$ cat src/design/evcr_pkg.sv
// Constants, types and layout of the enhanced volatile configuration block.
// Assumes a 10 MHz system clock; every other clock is sampled as data.
//
// Behaviour
// - Quad bit (bit 7) at 0 selects quad I/O protocol; 1 leaves the choice to the dual bit.
// - Dual bit (bit 6) at 0 with quad bit 1 selects dual protocol.
// - Both protocol bits at 0: quad protocol wins, dual ignored.
// - Bits back to 1 return to extended; quad 1 with dual 0 is dual.
// - Protocol change applies right when the write instruction completes.
// - Bit 4 at 0 disables the hold/reset pin function; 1 restores it.
// - After power-up hold/reset returns unless non-volatile bit 4 is 0.
// - Bit 3 at 0 permits accelerating voltage; 1 disables it.
// - Accelerator bit only matters for quad modify operations.
// - Accelerated quad modify in quad protocol: extended until voltage falls.
// - Status polling and suspend stay accepted while temporarily extended.
// - Voltage late beyond 200 ms: modify at normal speed, error flag set.
// - Bits 2..0 encode driver impedance; codes 000 and 100 reserved.
// - Power-up driver strength comes from non-volatile bits, 30 ohm default.
// - Power-on loads non-volatile settings; later writes override them.
// - Voltage error flag stays set until clear-flag-status instruction.

package evcr_pkg;

    // Field positions of enhanced_volatile_config
    localparam int EVCR_QUAD_BIT   = 7;
    localparam int EVCR_DUAL_BIT   = 6;
    localparam int EVCR_RSVD_BIT   = 5;
    localparam int EVCR_HOLD_BIT   = 4;
    localparam int EVCR_ACCEL_BIT  = 3;
    localparam int EVCR_DRIVE_MSB  = 2;

    // Reset value: extended protocol, hold on, accelerator off, 30 ohm
    localparam logic [7:0] EVCR_CFG_RESET = 8'hdf;
    localparam logic [2:0] EVCR_DRIVE_30  = 3'h7;
    localparam logic [2:0] EVCR_DRIVE_RSV0 = 3'h0;
    localparam logic [2:0] EVCR_DRIVE_RSV1 = 3'h4;

    // Frame lengths in serial bits
    localparam logic [4:0] EVCR_OP_BITS    = 5'h08;
    localparam logic [4:0] EVCR_WRITE_BITS = 5'h10;

    // Accelerating voltage deadline, longest time rounds down
    localparam longint EVCR_CLK_HZ        = 10_000_000;
    localparam longint EVCR_VPP_TIMEOUT_MS = 200;
    localparam longint EVCR_VPP_TIMEOUT_CYC =
        EVCR_VPP_TIMEOUT_MS * EVCR_CLK_HZ / 1000;

    typedef enum logic [1:0] {
        EVCR_PROTO_EXT,
        EVCR_PROTO_DUAL,
        EVCR_PROTO_QUAD
    } evcr_proto_t;

    typedef enum logic {
        EVCR_W_IDLE,
        EVCR_W_VPP
    } evcr_wait_t;

endpackage

$ cat src/design/evcr_config_reg.sv
// Enhanced volatile configuration register with its serial front end.
// Assumes the serial clock, select, data line 0 and the voltage detector
// come from outside the clk domain; they are synchronised here.

`timescale 1ns/1ps
`default_nettype none

module evcr_config_reg
    import evcr_pkg::*;
#(
    parameter int         VPP_TIMEOUT_CYC = int'(EVCR_VPP_TIMEOUT_CYC),
    parameter logic [7:0] OP_WRITE_CFG    = 8'h61,
    parameter logic [7:0] OP_READ_CFG     = 8'h65,
    parameter logic [7:0] OP_CLEAR_FLAGS  = 8'h50,
    parameter logic [7:0] OP_QUAD_PROG    = 8'h32,
    parameter logic [7:0] OP_QUAD_EXTPROG = 8'h12,
    parameter logic [7:0] OP_PAGE_PROG    = 8'h02,
    parameter logic [7:0] OP_SECT_ERASE   = 8'hd8,
    parameter logic [7:0] OP_SUB_ERASE    = 8'h20
)
(
    input  wire logic        clk,
    input  wire logic        srst,
    input  wire logic        serialClk,
    input  wire logic        chipSelN,
    input  wire logic        dataIn,
    input  wire logic        vppHigh,
    input  wire logic        nvQuadN,
    input  wire logic        nvDualN,
    input  wire logic        nvHoldEn,
    input  wire logic [2:0]  nvDrive,
    output logic             dataOut,
    output logic             dataOutEn,
    output logic [7:0]       enhancedConfig,
    output evcr_proto_t      protocol,
    output logic             tempExtended,
    output logic             holdResetEnable,
    output logic             accelEnable,
    output logic [2:0]       driveStrength,
    output logic             vppErrorFlag,
    output logic             modifyStart,
    output logic             modifyAccel
);

    localparam int TW = $clog2(VPP_TIMEOUT_CYC + 1);
    localparam logic [TW-1:0] TIMER_LAST = TW'(VPP_TIMEOUT_CYC - 1);

    typedef struct packed {
        logic [2:0]  sclkSync;
        logic [2:0]  csnSync;
        logic [2:0]  dinSync;
        logic [2:0]  vppSync;
        logic        sclkF;
        logic        csnF;
        logic        dinF;
        logic        vppF;
        logic        loadPending;
        logic [7:0]  cfg;
        logic [7:0]  shiftIn;
        logic [4:0]  bitCnt;
        logic [7:0]  opcode;
        logic [7:0]  shiftOut;
        logic        readPhase;
        evcr_wait_t  waitSt;
        logic [TW-1:0] timer;
        logic        tempExt;
        logic        err;
        evcr_proto_t proto;
        logic        holdEn;
        logic        accelEn;
        logic [2:0]  drive;
        logic        dOut;
        logic        dOutEn;
        logic        modGo;
        logic        modAccel;
    } evcr_state_t;

    evcr_state_t q;
    evcr_state_t n;

    logic       sclkRise, sclkFall, selStart, deselect, vppFall;
    logic       frameOk, wrCommit, clrEvt, quadMod, plainMod;
    logic [7:0] wrExpect;

    // Next state of the whole block
    always_comb
    begin
        n = q;
        n.modGo = 1'b0;

        // Three-stage sampling; a level counts once stages two and three agree
        n.sclkSync = {q.sclkSync[1:0], serialClk};
        n.csnSync  = {q.csnSync[1:0], chipSelN};
        n.dinSync  = {q.dinSync[1:0], dataIn};
        n.vppSync  = {q.vppSync[1:0], vppHigh};
        n.sclkF = (q.sclkSync[1] == q.sclkSync[2]) ? q.sclkSync[2] : q.sclkF;
        n.csnF  = (q.csnSync[1] == q.csnSync[2]) ? q.csnSync[2] : q.csnF;
        n.dinF  = (q.dinSync[1] == q.dinSync[2]) ? q.dinSync[2] : q.dinF;
        n.vppF  = (q.vppSync[1] == q.vppSync[2]) ? q.vppSync[2] : q.vppF;

        sclkRise = n.sclkF & ~q.sclkF;
        sclkFall = ~n.sclkF & q.sclkF;
        selStart = ~n.csnF & q.csnF;
        deselect = n.csnF & ~q.csnF;
        vppFall  = q.vppF & ~n.vppF;

        // Opcode is only trusted once a full byte arrived in this frame
        frameOk  = deselect && (q.bitCnt >= EVCR_OP_BITS);
        wrCommit = deselect && (q.opcode == OP_WRITE_CFG)
                   && (q.bitCnt == EVCR_WRITE_BITS);
        clrEvt   = frameOk && (q.opcode == OP_CLEAR_FLAGS)
                   && (q.bitCnt == EVCR_OP_BITS);
        quadMod  = frameOk && ((q.opcode == OP_QUAD_PROG)
                   || (q.opcode == OP_QUAD_EXTPROG)
                   || ((q.proto == EVCR_PROTO_QUAD)
                       && ((q.opcode == OP_PAGE_PROG)
                           || (q.opcode == OP_SECT_ERASE)
                           || (q.opcode == OP_SUB_ERASE))));
        plainMod = frameOk && !quadMod && ((q.opcode == OP_PAGE_PROG)
                   || (q.opcode == OP_SECT_ERASE)
                   || (q.opcode == OP_SUB_ERASE));

        // written value, reserved drive codes keep old strength
        wrExpect = q.shiftIn;
        wrExpect[EVCR_RSVD_BIT] = 1'b0;
        if ((q.shiftIn[2:0] == EVCR_DRIVE_RSV0)
            || (q.shiftIn[2:0] == EVCR_DRIVE_RSV1))
            wrExpect[2:0] = q.cfg[2:0];

        // Serial frame handling
        if (selStart)
        begin
            n.bitCnt    = 5'h00;
            n.readPhase = 1'b0;
        end
        if (!n.csnF && sclkRise)
        begin
            n.shiftIn = {q.shiftIn[6:0], n.dinF};
            if (q.bitCnt != 5'h1f)
                n.bitCnt = q.bitCnt + 5'h01;
            if (q.bitCnt == EVCR_OP_BITS - 5'h01)
            begin
                n.opcode = {q.shiftIn[6:0], n.dinF};
                if (n.opcode == OP_READ_CFG)
                begin
                    n.readPhase = 1'b1;
                    n.shiftOut  = q.cfg;
                end
            end
        end
        // Readback repeats the byte for as long as the host clocks
        if (!n.csnF && sclkFall && q.readPhase)
        begin
            n.dOut     = q.shiftOut[7];
            n.shiftOut = {q.shiftOut[6:0], q.shiftOut[7]};
            n.dOutEn   = 1'b1;
        end
        if (deselect)
        begin
            n.dOutEn    = 1'b0;
            n.readPhase = 1'b0;
        end

        if (q.loadPending)
        begin
            n.loadPending = 1'b0;
            n.cfg = {nvQuadN, nvDualN, 1'b0, nvHoldEn, 1'b1, nvDrive};
        end
        // write applies at end of instruction
        else if (wrCommit)
            n.cfg = wrExpect;

        // leave temporary extended on voltage falling edge
        if (vppFall)
            n.tempExt = 1'b0;

        // clear first so a same-cycle error still sets
        if (clrEvt)
            n.err = 1'b0;

        // accelerated modify waits for the voltage
        case (q.waitSt)
            EVCR_W_IDLE:
            begin
                if (quadMod && !q.cfg[EVCR_ACCEL_BIT])
                begin
                    n.waitSt = EVCR_W_VPP;
                    n.timer  = '0;
                    // quad protocol falls back to extended
                    if (q.proto == EVCR_PROTO_QUAD)
                        n.tempExt = 1'b1;
                end
                else if (quadMod || plainMod)
                begin
                    n.modGo    = 1'b1;
                    n.modAccel = 1'b0;
                end
            end
            EVCR_W_VPP:
            begin
                n.timer = q.timer + {{(TW-1){1'b0}}, 1'b1};
                if (n.vppF)
                begin
                    n.modGo    = 1'b1;
                    n.modAccel = 1'b1;
                    n.waitSt   = EVCR_W_IDLE;
                end
                else if (q.timer == TIMER_LAST)
                begin
                    n.modGo    = 1'b1;
                    n.modAccel = 1'b0;
                    n.err      = 1'b1;
                    n.waitSt   = EVCR_W_IDLE;
                end
            end
            default: n.waitSt = EVCR_W_IDLE;
        endcase

        if (n.tempExt)
            n.proto = EVCR_PROTO_EXT;
        else if (!n.cfg[EVCR_QUAD_BIT])
            n.proto = EVCR_PROTO_QUAD;
        else if (!n.cfg[EVCR_DUAL_BIT])
            n.proto = EVCR_PROTO_DUAL;
        else
            n.proto = EVCR_PROTO_EXT;

        n.holdEn  = n.cfg[EVCR_HOLD_BIT];
        n.accelEn = ~n.cfg[EVCR_ACCEL_BIT];
        n.drive   = n.cfg[EVCR_DRIVE_MSB:0];
    end

    // State register; reset keeps constants only, image loads one cycle later
    always_ff @(posedge clk)
    begin
        if (srst)
        begin
            q             <= '0;
            q.csnSync     <= 3'h7;
            q.csnF        <= 1'b1;
            q.loadPending <= 1'b1;
            q.cfg         <= EVCR_CFG_RESET;
            q.waitSt      <= EVCR_W_IDLE;
            q.proto       <= EVCR_PROTO_EXT;
            q.holdEn      <= 1'b1;
            q.drive       <= EVCR_DRIVE_30;
        end
        else
            q <= n;
    end

    assign dataOut         = q.dOut;
    assign dataOutEn       = q.dOutEn;
    assign enhancedConfig  = q.cfg;
    assign protocol        = q.proto;
    assign tempExtended    = q.tempExt;
    assign holdResetEnable = q.holdEn;
    assign accelEnable     = q.accelEn;
    assign driveStrength   = q.drive;
    assign vppErrorFlag    = q.err;
    assign modifyStart     = q.modGo;
    assign modifyAccel     = q.modAccel;
endmodule

`default_nettype wire

$ cat config.mk
export PLATFORM = sky130hd
export DESIGN_NAME = evcr_config_reg
export DESIGN_NICKNAME = d
export VERILOG_FILES = /design/src/design/evcr_pkg.sv /design/src/design/evcr_config_reg.sv
export SDC_FILE = /design/constraint.sdc
export NUM_CORES = 1
export LEC_CHECK = 0
export BUFFER_PORTS_ARGS = -buffer_cell sky130_fd_sc_hd__buf_2
export CAP_MARGIN = 20
export CORE_MARGIN = 3
export CORE_UTILIZATION = 59
export DETAILED_ROUTE_END_ITERATION = 6
export PLACE_DENSITY = 0.79
export SLEW_MARGIN = 30
export SYNTH_ARGS = -nofsm -noshare
export SYNTH_HDL_FRONTEND = slang
export SYNTH_SLANG_ARGS = --single-unit
$ cat constraint.sdc
create_clock -name clk -period 3.3 [get_ports clk]
set_input_delay 0.165 -clock clk [delete_from_list [all_inputs] [get_ports clk]]
set_output_delay 0.165 -clock clk [all_outputs]
set_load 0.01 [all_outputs]
==> out/qor.txt <==
status = finished, final reports clean
CTS HTree Levels = 3
total wire length = 7691 um
Fin. Hold Viols = 0
GRT Overall Usage = 0.2159
CP Capture Type = register
Avg Cell Area, Syn = 8.770 um2
peak fanout along the critical path = 9
count leader, synth = dfxtp_1
1st-pass router iterations = 4
Critical Path RT = 3560 ps
post-layout net count = 465
Clk pin slew, worst setup/hold paths = 90 ps
dpl hpwl = 5351 um
diodes inserted = 0
share of the synthesized area in the top cell type = 0.4491
CP peak stage delay = 520 ps
Worst R2R Start = q[52]
Gate Count Post-Synth = 432
Die Wd = 86.14 um
cts bufs inserted = 9
Critical R2R Capture = enhancedConfig[7]
peak supply drop = 326.9 uV
fmax = 398.1 MHz
Root Buffer = clkbuf_8
final setup vio count = 0
Yosys reg bits = 85
worst rel slew slack = 0.4575
antenna-violating nets left = 0
number of flops mapped to enable cells by yosys = 0
ys flop type = dfxtp_1
die area = 7419 um2
part of the Yosys area used for sequential elements = 0.4491
Tcrit/Tclk final = 0.7611
Final Wtd Congestion = 0.8957
min cycle time layout = 2512 ps
Final TNS setup = 0 ps
Hold Startpoint = vppHigh
DR DRC count = 0
input/output buffers = 31
Worst path slowest cell = nor4_4
synth-to-layout area growth = 8.587%
Synth top cells by count = dfxtp_1, nand2_1, nor2_1
clk sinks = 85
Post-Place Cells = 512
WP data arrival = 2770 ps
Mapped Area = 3789 um2
actual slew at the worst max-slew pin = 813.8 ps
Setup Fix Bufs, Post-CTS = 0
clk_skew = 15.83 ps
post-route insts no fill = 529
largest net degree at the start of global routing = 49
vias in the first global route = 2706
RSZ-0062 raised after global routing = no
drt wl/cell = 14.54 um
kind of critical path = register to register
vias = 3063
number of max-cap violations = 0
Slew Limit Fails = 0
worst-skew pair later-pin latency = 360 ps
antenna violations before repair = 0
die height = 86.14 um
asr flop ratio synth = 0
critical path, cell by cell = inv_1 -> ha_1 -> or4b_4 -> nor4_4 -> mux2_2 -> mux2_2 -> or2_1
most area-hungry cell type in the Yosys netlist = dfxtp_1
worst hold path type = primary input to register
Crit path top cell by count = mux2_2
Ports = 33
DR vias/cell = 5.790
Worst Hold Path EP = n[79]
Initial Utilization = 0.6251
main area contributors after synthesis = dfxtp_1, mux2i_1, nand2_1
core footprint = 6061 um2
global route overflow = 0
share of post-route cells with drive strength above 1 = 0.1520
Worst Reg2Reg Path Length in Cells = 7
Pleak = 1.550 nW
Netlist cell types = 57
Cell Pwr Density = 448.2 nW/um2
synth warn = 0
row cnt = 28
clk buf depth = 2
flop-to-flop setup slack = 790 ps
CP startpoint kind = register
CTS tree = built
first-pass GRT wire length = 12680 um
hold depth = 2
1st-iter DRT viols = 209
syn nets = 448
## what timing repair did
item | 4_1_cts | 5_1_grt
resized for setup | 0 | 0
hold buffers | 1 | 0
hold endpoints to repair | 1 | 0
## stage by stage
stage / power (mW) / hold slack (ps) / utilization / worst slack [ps] / area, um2
5_1_grt: 1.910 / 13.33 / 0.6788 / 622.6 / 4114
4_1_cts: 1.862 / 7.273 / 0.6788 / 780.6 / 4114
3_5_place_dp: 1.132 / 354.6 / 0.6445 / 789.7 / 3906
2_1_floorplan: 1.118 / 192.7 / - / 933.9 / 3789
6_report: 1.844 / 22.86 / 0.6788 / 788.3 / 4114
3_3_place_gp: 1.131 / 350.7 / 0.6445 / 840.9 / 3906
## cell type report
cell class	instances	area, um2
flip-flops and latches	85	1702
clock inverters	7	73.82
fillers	481	1947
clock buffers	9	123.9
repair buffers	35	187.7
multi-input cells	307	1892
well taps	75	93.84
inverters	11	41.29
## where the power goes
group	switching, mW	internal, mW	leakage (nW)
Sequential	0.00965	1.04	0.689
Clock	0.382	0.354	0.100
Combinational	0.0363	0.0257	0.762
## worst max-delay path by stage
| stage | from | endpoint | cells past startpoint |
|---|---|---|---|
| detailed placement | q[52] | enhancedConfig[7] | 7 |
| CTS | q[52] | enhancedConfig[7] | 7 |
| floorplan | q[52] | enhancedConfig[7] | 7 |
| global route | q[52] | enhancedConfig[7] | 7 |
| finish | q[52] | enhancedConfig[7] | 7 |
| global placement | q[52] | enhancedConfig[7] | 7 |
## critical path: cells and delay by family, from the launching register on
kind | cells | cell delay, ps
flip-flops | 1 | 350
buffers and inverters | 1 | 70
multiplexers | 2 | 670
AND/OR/NAND/NOR | 3 | 1210
adder cells (fa/ha/maj) | 1 | 140
## routing by layer
metal,share of wire,track usage,up-vias
met4,0.016,0.09353,0
met1,0.48,0.2855,1407
met2,0.45,0.3378,87
li1,-,-,1555
met5,0,0,-
met3,0.056,0.04899,14
## sequential cells by signal, indices dropped and copies added, names as in the netlist, named ones only
register	count
n	8
dataOut	1
vppErrorFlag	1
accelEnable	1
protocol	2
tempExtended	1
modifyAccel	1
q	61
enhancedConfig	3
modifyStart	1
dataOutEn	1
## cells by family (layout without fill, tap and decap cells)
group,after synthesis,after routing,share of synthesized area
XOR/XNOR,4,4,0.009249
flip-flops,85,85,0.4491
buffers and inverters,40,62,0.05317
adder cells (fa/ha/maj),6,6,0.01849
multiplexers,23,23,0.06176
other,1,1,0.0009898
AND/OR/NAND/NOR,192,192,0.2764
AO/OA/AOI/OAI,81,81,0.1308
## cell usage in the layout, fill, tap and decap left out, types with 9 or more instances in the layout
cell and n:
a211oi_1 9, inv_1 11, nor2_1 40, dfxtp_1 85, nor3_1 10, nand3_1 16
a21oi_1 21, buf_2 31, mux2i_1 20, clkbuf_8 9, nand2_1 41, nand2b_1 10
nor2b_1 13, o21ai_0 27
Note: power is estimated with default switching activity, not from simulation.
